===== config.mk =====
export PLATFORM = sky130hd
export DESIGN_NAME = kwdt_top
export DESIGN_NICKNAME = d
export VERILOG_FILES = /design/src/hdl/kwdt_key_gate.v /design/src/hdl/kwdt_prescaler.v /design/src/hdl/kwdt_top.v
export VERILOG_INCLUDE_DIRS = /design/src /design/src/hdl
export SDC_FILE = /design/constraint.sdc
export NUM_CORES = 1
export LEC_CHECK = 0
export BUFFER_PORTS_ARGS = -buffer_cell sky130_fd_sc_hd__buf_2
export CAP_MARGIN = 15
export CORE_ASPECT_RATIO = 1.5
export CORE_MARGIN = 10
export CORE_UTILIZATION = 30
export CTS_CLUSTER_SIZE = 40
export DETAILED_ROUTE_END_ITERATION = 7
export SYNTH_ARGS = -nofsm -noshare
export SYNTH_HDL_FRONTEND = slang
export SYNTH_SLANG_ARGS = --single-unit
export TNS_END_PERCENT = 20

===== constraint.sdc =====
create_clock -name clk_in -period 3.83 [get_ports clk_in]
set_clock_uncertainty 0.15 [all_clocks]
set_input_delay 0.1915 -clock clk_in [delete_from_list [all_inputs] [get_ports clk_in]]
set_output_delay 0.1915 -clock clk_in [all_outputs]
set_load 0.02 [all_outputs]

===== src/hdl/kwdt_defs.vh =====
`ifndef KWDT_DEFS_VH
`define KWDT_DEFS_VH
// ==========================================================
// register map
`define KWDT_OFS_CONTROL   8'h00
`define KWDT_OFS_KICK      8'h04
`define KWDT_CONTROL_RESET 32'h00000000
// ==========================================================
// control fields
`define KWDT_EN_BIT        0
`define KWDT_PSEL_LSB      8
`define KWDT_PSEL_MSB      12
`define KWDT_KEY_LSB       24
`define KWDT_KEY_MSB       31
`define KWDT_KEY_FIRST     8'h55
`define KWDT_KEY_SECOND    8'haa
// ==========================================================
// prescaler and timing
`define KWDT_PRESC_W       32
`define KWDT_RST_HOLD_NS   200
`define KWDT_CLK_NS        20
`define KWDT_RST_HOLD_CYC  ((`KWDT_RST_HOLD_NS + `KWDT_CLK_NS - 1) / `KWDT_CLK_NS)
`endif


===== src/hdl/kwdt_key_gate.v =====
`timescale 1ns/10ps
`default_nettype none
`include "kwdt_defs.vh"
// ==========================================================
// two-write key sequencer for the control register
module kwdt_key_gate (
  input  wire        clk_in,
  input  wire        rst_b_in,
  input  wire        ce_in,
  input  wire        wr_in,
  input  wire [31:0] wdata_in,
  output wire        commit_out
);
  localparam ST_IDLE  = 1'b0;
  localparam ST_ARMED = 1'b1;

  reg        state;
  reg        next_state;
  reg [23:0] held;
  wire [7:0] key;

  assign key = wdata_in[`KWDT_KEY_MSB:`KWDT_KEY_LSB];
  // second write must match the first in every non-key bit
  assign commit_out = ce_in & wr_in & (state == ST_ARMED) &
                      (key == `KWDT_KEY_SECOND) & (wdata_in[23:0] == held);

  // any wrong write drops back, a 0x55 write re-arms
  always @* begin
    next_state = state;
    case (state)
      ST_IDLE: begin
        if (wr_in && key == `KWDT_KEY_FIRST)
          next_state = ST_ARMED;
      end
      ST_ARMED: begin
        if (wr_in)
          next_state = (key == `KWDT_KEY_FIRST) ? ST_ARMED : ST_IDLE;
      end
      default: next_state = ST_IDLE;
    endcase
  end

  // sequencer state and captured first-write bits
  always @(posedge clk_in) begin
    if (!rst_b_in) begin
      state <= ST_IDLE;
      held  <= 24'h000000;
    end else if (ce_in) begin
      state <= next_state;
      if (wr_in && key == `KWDT_KEY_FIRST)
        held <= wdata_in[23:0];
    end
  end
endmodule // kwdt_key_gate
`default_nettype wire


===== src/hdl/kwdt_prescaler.v =====
`timescale 1ns/10ps
`default_nettype none
`include "kwdt_defs.vh"
// ==========================================================
// 32-bit prescaler with selectable expiry tap
module kwdt_prescaler (
  input  wire        clk_in,
  input  wire        rst_b_in,
  input  wire        ce_in,
  input  wire        run_in,
  input  wire        tick_in,
  input  wire        clear_in,
  input  wire [4:0]  psel_in,
  output wire        expire_out
);
  reg  [`KWDT_PRESC_W-1:0] count;
  wire [`KWDT_PRESC_W:0]   limit;
  wire [`KWDT_PRESC_W:0]   count_x;

  // period is 2^(psel+1) ticks; extra bit lets psel=31 reach 2^32
  assign limit   = {{`KWDT_PRESC_W{1'b0}}, 1'b1} << ({1'b0, psel_in} + 6'h01);
  assign count_x = {1'b0, count};
  assign expire_out = run_in & tick_in & (count_x + 33'h1 == limit);

  // count ticks; restart from zero on clear or expiry
  always @(posedge clk_in) begin
    if (!rst_b_in) begin
      count <= 32'h00000000;
    end else if (ce_in) begin
      if (clear_in || !run_in)
        count <= 32'h00000000;
      else if (tick_in)
        count <= expire_out ? 32'h00000000 : count + 32'h00000001;
    end
  end
endmodule // kwdt_prescaler
`default_nettype wire


===== src/hdl/kwdt_top.v =====
// What this block does
// - enable bit one runs, zero stops
// - enable also turns on RC clock
// - period is two to PSEL+1 ticks
// - next period starts at expiry, while reset is still held
// - wrong key sequence leaves control unchanged
// - key field and kick read zero
// - expiry issues a soft reset
// - static sleep becomes shutdown while enabled
// - stays clocked in every sleep mode
// - count freezes in debug unless peripherals run; a tick at the last count still expires
// - prescaler is 32 bits wide
`timescale 1ns/10ps
`default_nettype none
`include "kwdt_defs.vh"
// ==========================================================
// keyed watchdog top
module kwdt_top (
  input  wire        clk_in,
  input  wire        rst_b_in,
  input  wire        ce_in,
  input  wire [7:0]  addr_in,
  input  wire [31:0] wdata_in,
  input  wire        wr_in,
  input  wire        rd_in,
  output reg  [31:0] rdata_out,
  input  wire        rc_tick_in,
  input  wire        debug_halt_in,
  input  wire        debug_keep_run_in,
  input  wire        static_sleep_req_in,
  output wire        rc_osc_en_out,
  output wire        sleep_static_ok_out,
  output wire        sleep_force_shutdown_out,
  output reg         soft_reset_out
);
  reg        enable;
  reg  [4:0] psel;
  reg  [3:0] hold_cnt;
  wire       ctrl_wr;
  wire       kick_wr;
  wire       commit;
  wire       run;
  wire       frozen;
  wire       expire;
  wire       reenable;
  wire [31:0] hold_load;

  // ==========================================================
  // decode
  assign ctrl_wr  = wr_in & (addr_in == `KWDT_OFS_CONTROL);
  assign kick_wr  = wr_in & (addr_in == `KWDT_OFS_KICK) & enable;
  assign reenable = commit & wdata_in[`KWDT_EN_BIT] & ~enable;

  kwdt_key_gate u_key (
    .clk_in     (clk_in),
    .rst_b_in   (rst_b_in),
    .ce_in      (ce_in),
    .wr_in      (ctrl_wr),
    .wdata_in   (wdata_in),
    .commit_out (commit)
  );

  // control register only loads on a good key pair
  always @(posedge clk_in) begin
    if (!rst_b_in) begin
      enable <= 1'b0;
      psel   <= 5'h00;
    end else if (ce_in && commit) begin
      enable <= wdata_in[`KWDT_EN_BIT];
      psel   <= wdata_in[`KWDT_PSEL_MSB:`KWDT_PSEL_LSB];
    end
  end

  // ==========================================================
  // counting; debug freeze holds the count, sleep never stops it
  assign frozen = debug_halt_in & ~debug_keep_run_in;
  assign run    = enable;
  assign rc_osc_en_out = enable;

  kwdt_prescaler u_presc (
    .clk_in     (clk_in),
    .rst_b_in   (rst_b_in),
    .ce_in      (ce_in & ~frozen),
    .run_in     (run),
    .tick_in    (rc_tick_in),
    .clear_in   (kick_wr | reenable),
    .psel_in    (psel),
    .expire_out (expire)
  );

  // ==========================================================
  // hold count is a 32-bit constant; only its low bits are loaded
  assign hold_load = `KWDT_RST_HOLD_CYC;

  // soft reset pulse, stretched to a minimum hold; counter keeps going
  always @(posedge clk_in) begin
    if (!rst_b_in) begin
      hold_cnt       <= 4'h0;
      soft_reset_out <= 1'b0;
    end else if (ce_in) begin
      if (expire) begin
        hold_cnt       <= hold_load[3:0];
        soft_reset_out <= 1'b1;
      end else if (hold_cnt != 4'h0) begin
        hold_cnt       <= hold_cnt - 4'h1;
        soft_reset_out <= (hold_cnt != 4'h1);
      end
    end
  end

  // ==========================================================
  // sleep controller hooks
  assign sleep_static_ok_out      = ~enable;
  assign sleep_force_shutdown_out = enable & static_sleep_req_in;

  // ==========================================================
  // read port; key bits and kick always zero, unmapped reads zero
  always @(posedge clk_in) begin
    if (!rst_b_in) begin
      rdata_out <= 32'h00000000;
    end else if (ce_in) begin
      if (rd_in && addr_in == `KWDT_OFS_CONTROL)
        rdata_out <= {8'h00, 11'h000, psel, 7'h00, enable};
      else
        rdata_out <= 32'h00000000;
    end
  end
endmodule // kwdt_top
`default_nettype wire


Yosys cells after proc, flatten, opt, wreduce, memory -nomap -nowiden
Index checks and enable logic that the tools add are counted.
W data, S select, Z words.
{"block": "word_totals", "inputBits": 49, "elab_cells": 62, "ff_bits": 100}
{"block": "classes", "n_bitwise": 19, "shift": 1, "mux": 12, "eq_ne": 6, "n_reduce_logical": 12, "addsub": 4}
{"op": "$mux W32", "count": 3}
{"op": "$add A32 B1 Y33 const B", "count": 1}
{"op": "$eq A33 B33 Y1", "count": 1}
{"op": "$shl A1 B6 Y33 const A", "count": 1}
{"op": "$add A32 B1 Y32 const B", "count": 1}
{"op": "$eq A24 B24 Y1", "count": 1}
{"op": "$and A1 B1 Y1", "count": 14}
{"op": "$mux W13", "count": 1}
{"op": "$eq A8 B3 Y1 const B", "count": 1}
{"op": "$eq A8 B7 Y1 const B", "count": 1}
{"op": "$eq A8 B8 Y1 const B", "count": 1}
{"op": "$logic_not A8 Y1", "count": 1}
{"op": "$mux W4", "count": 2}
{"op": "$add A5 B1 Y6 const B", "count": 1}
{"op": "$reduce_and A2 Y1", "count": 3}
{"op": "$mux W1", "count": 5}
{"op": "$ne A4 B1 Y1 const B", "count": 1}
{"op": "$not A1 Y1", "count": 4}
{"op": "$reduce_bool A2 Y1", "count": 2}
{"op": "$reduce_bool A4 Y1", "count": 1}
{"op": "$sub A4 B1 Y4 const B", "count": 1}
{"op": "$logic_and A1 B1 Y1", "count": 3}
{"op": "$pmux W1 S2", "count": 1}
{"op": "$logic_not A1 Y1", "count": 1}
{"op": "other kinds (2)", "count": 2}

Depth between registers and ports, before layout
{"block": "depth", "depth_word": 12, "depth_mapped": 13, "ltp_nobuf": 10}

Cells and area by module
A second synthesis with hierarchy kept.
{"block": "unflattened", "cells_unflattened": 669, "area_unflattened_um2": 5382.7}
{"mod": "kwdt_prescaler", "instances": 1, "cells_each": 435, "seq_area_each_um2": 640.6, "area_per_inst_um2": 3145.5}
{"mod": "kwdt_key_gate", "instances": 1, "cells_each": 120, "seq_area_each_um2": 500.5, "area_per_inst_um2": 1272.5}
{"mod": "kwdt_top", "instances": 1, "cells_each": 114, "seq_area_each_um2": 340.3, "area_per_inst_um2": 964.7}

Worst setup path after synthesis
No wires, ideal clock.
{"block": "synth_path", "path_type": "register to register", "from": "register u_presc.count[0]", "to": "register u_presc.count[19]", "t_arrival_ns": 3.026, "path_stages_with_launch": 12, "path_buffers": 1, "setup_ns": 0.128, "path_slack_ns": 0.527, "cell_sequence": "dfxtp_1 > ha_1 > nand3_1 > nor4_4 > nand4_1 > xnor2_1 > or4_4 > nor4_4 > nand4_2 > buf_2 > a32oi_1 > o31ai_1"}
{"block": "synth_between", "elab_chain_len": 6, "elab_cells_between_ends": 7, "cone_classes": "add/sub: 2; eq/ne: 1; mux: 3; bitwise: 1"}
{"element": "start, declared", "line_no": "kwdt_prescaler.v:16", "text": "reg [`KWDT_PRESC_W-1:0] count;"}
{"element": "start signal, assigned", "line_no": "kwdt_prescaler.v:33", "text": "count <= expire_out ? 32'h00000000 : count + 32'h00000001;"}
{"element": "$add A32 B1 Y33", "line_no": "kwdt_prescaler.v:23", "text": "assign expire_out = run_in & tick_in & (count_x + 33'h1 == limit);"}
{"element": "$eq A33 B33 Y1", "line_no": "kwdt_prescaler.v:23"}
{"element": "$and A1 B1 Y1", "line_no": "kwdt_prescaler.v:23"}
{"element": "$mux W32 *", "line_no": "kwdt_prescaler.v:33"}
{"element": "$mux W32 *", "line_no": "kwdt_prescaler.v:32", "text": "else if (tick_in)"}
{"element": "$mux W32 *", "line_no": "kwdt_prescaler.v:30", "text": "if (clear_in || !run_in)"}
Mark *: on every way between the ends. The rest lies on a longest branch, timed or not. The select of a mux whose other input is x is not followed.
A chain may end at the register's enable or synchronous reset.

Worst setup path in the final report
{"block": "layout_path", "from": "register u_presc.count[11]", "to": "register u_presc.count[19]"}
The elaborated chain is that of the path after synthesis.

==> flow_summary.ini <==
[clock_tree]
clk_pin_slew_ns = 0.06
postCtsSetupRepairBufs = 0
cts_inserted_buffers = 9
cts.path.max_buffers = 2
clk_latency_ns = 0.34
clock-sinks = 74
cts-htree-levels = 3
root_buffer = clkbuf_16
cts_tree = yes

[place]
port_buffers = 58
gp_congestion = 0.887
place_ws_ns = 0.280
hpwl_microns = 13200

[timing]
fin_crit_sh = 0.922
setup_viol = 0
final.setup.tns_ns = 0
min_period_ns = 3.53
clock.fmax_mhz = 283
finalHoldViolations = 0
hold_slack_ns = 0.00861
rsz0062_at_grt = no
worst_pin_slew_ns = 0.835
timing.final.ws_setup_ns = 0.298
slew_viol_final = 0
slew_headroom = 0.443

[setup_path]
crit_arrival_ns = 3.59
required_ns = 3.89
start_kind = register
regToRegStartpoint = u_presc.count[11]$_SDFFE_PN0P_
critPathKind = reg2reg
crit-reg2reg-capture = u_presc.count[19]$_SDFFE_PN0P_
reg2reg_depth = 10
critPathMaxFanout = 19
cp-end-kind = register
r2r_slack_ns = 0.30

[final_layout]
layout_common_cells = nor2_1 (94), dfxtp_1 (73), buf_2 (58)
diodes = 0
nets = 821
drive_above_1_share = 0.159
fin_util = 0.364
syn_to_final_growth_pct = 19.1
final_common_cell = nor2_1

[power]
p_comb_frac = 0.114
power.density_nw_per_um2 = 322
max-vdd-ir-drop_uv = 231
p_int_mw = 1.59
power_frac_seq = 0.382
total_power_mw = 2.11
leakage_nw = 2.42
power_switching_share = 0.244
p_sw_mw = 0.515
clkPwrFrac = 0.504

[floorplanning]
rows = 60
io_pins = 85
die_x_microns = 131
start_util = 0.305
chipHeight_microns = 186
die_area_sq_um = 24300
core-area_sq_um = 18000

[routing]
vias = 5453
vias_per_cell = 5.50
drt-initial-drc-count = 288
firstDrtPassIters = 4
drt_wl_total_microns = 17600
ant_nets = 0
drcViolationCount = 0
wl_per_cell_microns = 17.8

[hold_path]
hp-class = in2reg
min_to = psel[3]$_SDFFE_PN0P_
min_from = wdata_in[11]
whs_path_depth = 3

[logic_synthesis]
synth.distinct_cells = 72
yosysWarnings = 0
syn_avg_cell_area_sq_um = 7.81
ys_dominant_reg_cell = dfxtp_1
seq_area_frac_synth = 0.269
netlist_instances = 704
syn_area_sq_um = 5500
synth_edf_count = 0
synth_seq_cells = 74
async_flop_share = 0

[job]
maxCapViolations = 0

[grt]
grt_overflow = 0
met2_usage = 0.261
grt_pass1_wl_microns = 28400
use_met1 = 0.153
antenna_found_initial = 0
grt_max_degree = 47
top_usage_layer = met2
use_met3 = 0.0293
grt_pass1_vias = 5595
grt_use_total = 0.146

[outcome]
outcome = completed
-- power groups by stage --
stage / clock network, mW / logic, mW / registers, mW
CTS: 1.09 / 0.240 / 0.804
detailed placement: 0 / 0.223 / 0.821
global route: 1.11 / 0.276 / 0.807
floorplan: 0 / 0.172 / 0.822
finish: 1.06 / 0.240 / 0.805
global placement: 0 / 0.221 / 0.821
-- worst max-delay path: stages (launching register included) --
cell	delay, ns
dfxtp_1	0.52
nand4_1	0.25
nor4_4	0.47
nand4_1	0.23
xnor2_1	0.18
or4_4	0.55
nor4_4	0.29
nand4_2	0.20
buf_4	0.27
a32oi_1	0.21
o31ai_1	0.09
-- cell usage after synthesis (9+ instances only) --
master	count	area share
nor2b_1	10	0.011
nor2_1	96	0.066
a22oi_1	17	0.023
xor2_1	13	0.021
xnor2_1	48	0.076
a21oi_1	15	0.014
o31ai_1	16	0.022
clkbuf_1	34	0.023
buf_4	28	0.038
mux2i_1	31	0.056
inv_1	10	0.0068
buf_2	18	0.016
nand2_1	48	0.033
and3_1	18	0.020
nor3_1	12	0.011
dfxtp_1	74	0.27
nand4_1	26	0.030
nand3_1	44	0.040
nor4_1	12	0.014
nand2b_1	9	0.010
-- routing by layer --
layer	share of wire	vias to the layer above
met2	0.51	191
met5	0	-
met4	0.045	0
met1	0.38	2599
li1	-	2617
met3	0.062	46
-- area by class of cell --
type / count / area, sq um
Clock buffer: 10 / 229
Inverter: 11 / 41.3
Timing Repair Buffer: 110 / 746
Sequential cell: 74 / 1480
Fill cell: 1883 / 11500
Tap cell: 217 / 272
Clock inverter: 6 / 138
Multi-Input combinational cell: 563 / 3640
-- registers in the layout, summed over array words and instances (netlist names), named ones only --
| signal | count |
|---|---|
| hold_cnt | 4 |
| psel | 5 |
| soft_reset_out | 1 |
| u_presc.count | 32 |
| rc_osc_en_out | 1 |
| u_key.held | 24 |
| rdata_out | 6 |
-- timing repair --
action,CTS,global route
gates resized for setup,0,1
endpoints found under the setup margin,0,4
hold buffers,21,0
hold endpoints to repair,24,0
-- metrics by stage --
stage	instance area, sq um	instances
after floorplan	5590	729
after global placement	5970	954
after detailed placement	5970	954
after CTS	6550	991
after global routing	6550	991
final	6550	991
-- worst max path at each step --
stage	to	from	slack [ns]
5_1_grt	u_presc.count[19]$_SDFFE_PN0P_	u_presc.count[11]$_SDFFE_PN0P_	0.06
4_1_cts	u_presc.count[19]$_SDFFE_PN0P_	u_presc.count[0]$_SDFFE_PN0P_	0.26
2_1_floorplan	u_presc.count[19]$_SDFFE_PN0P_	u_presc.count[0]$_SDFFE_PN0P_	0.53
6_report	u_presc.count[19]$_SDFFE_PN0P_	u_presc.count[11]$_SDFFE_PN0P_	0.30
3_3_place_gp	u_presc.count[19]$_SDFFE_PN0P_	u_presc.count[0]$_SDFFE_PN0P_	0.35
3_5_place_dp	u_presc.count[19]$_SDFFE_PN0P_	u_presc.count[0]$_SDFFE_PN0P_	0.28
-- cells by family after synthesis --
family | after synthesis | synth area share
flip-flops | 74 | 0.269
other | 1 | 0.000682
XOR/XNOR | 63 | 0.106
AO/OA/AOI/OAI | 105 | 0.139
buffers and inverters | 92 | 0.0860
adder cells (fa/ha/maj) | 3 | 0.00683
AND/OR/NAND/NOR | 334 | 0.334
multiplexers | 32 | 0.0585
(Power assumes the default switching activity.)
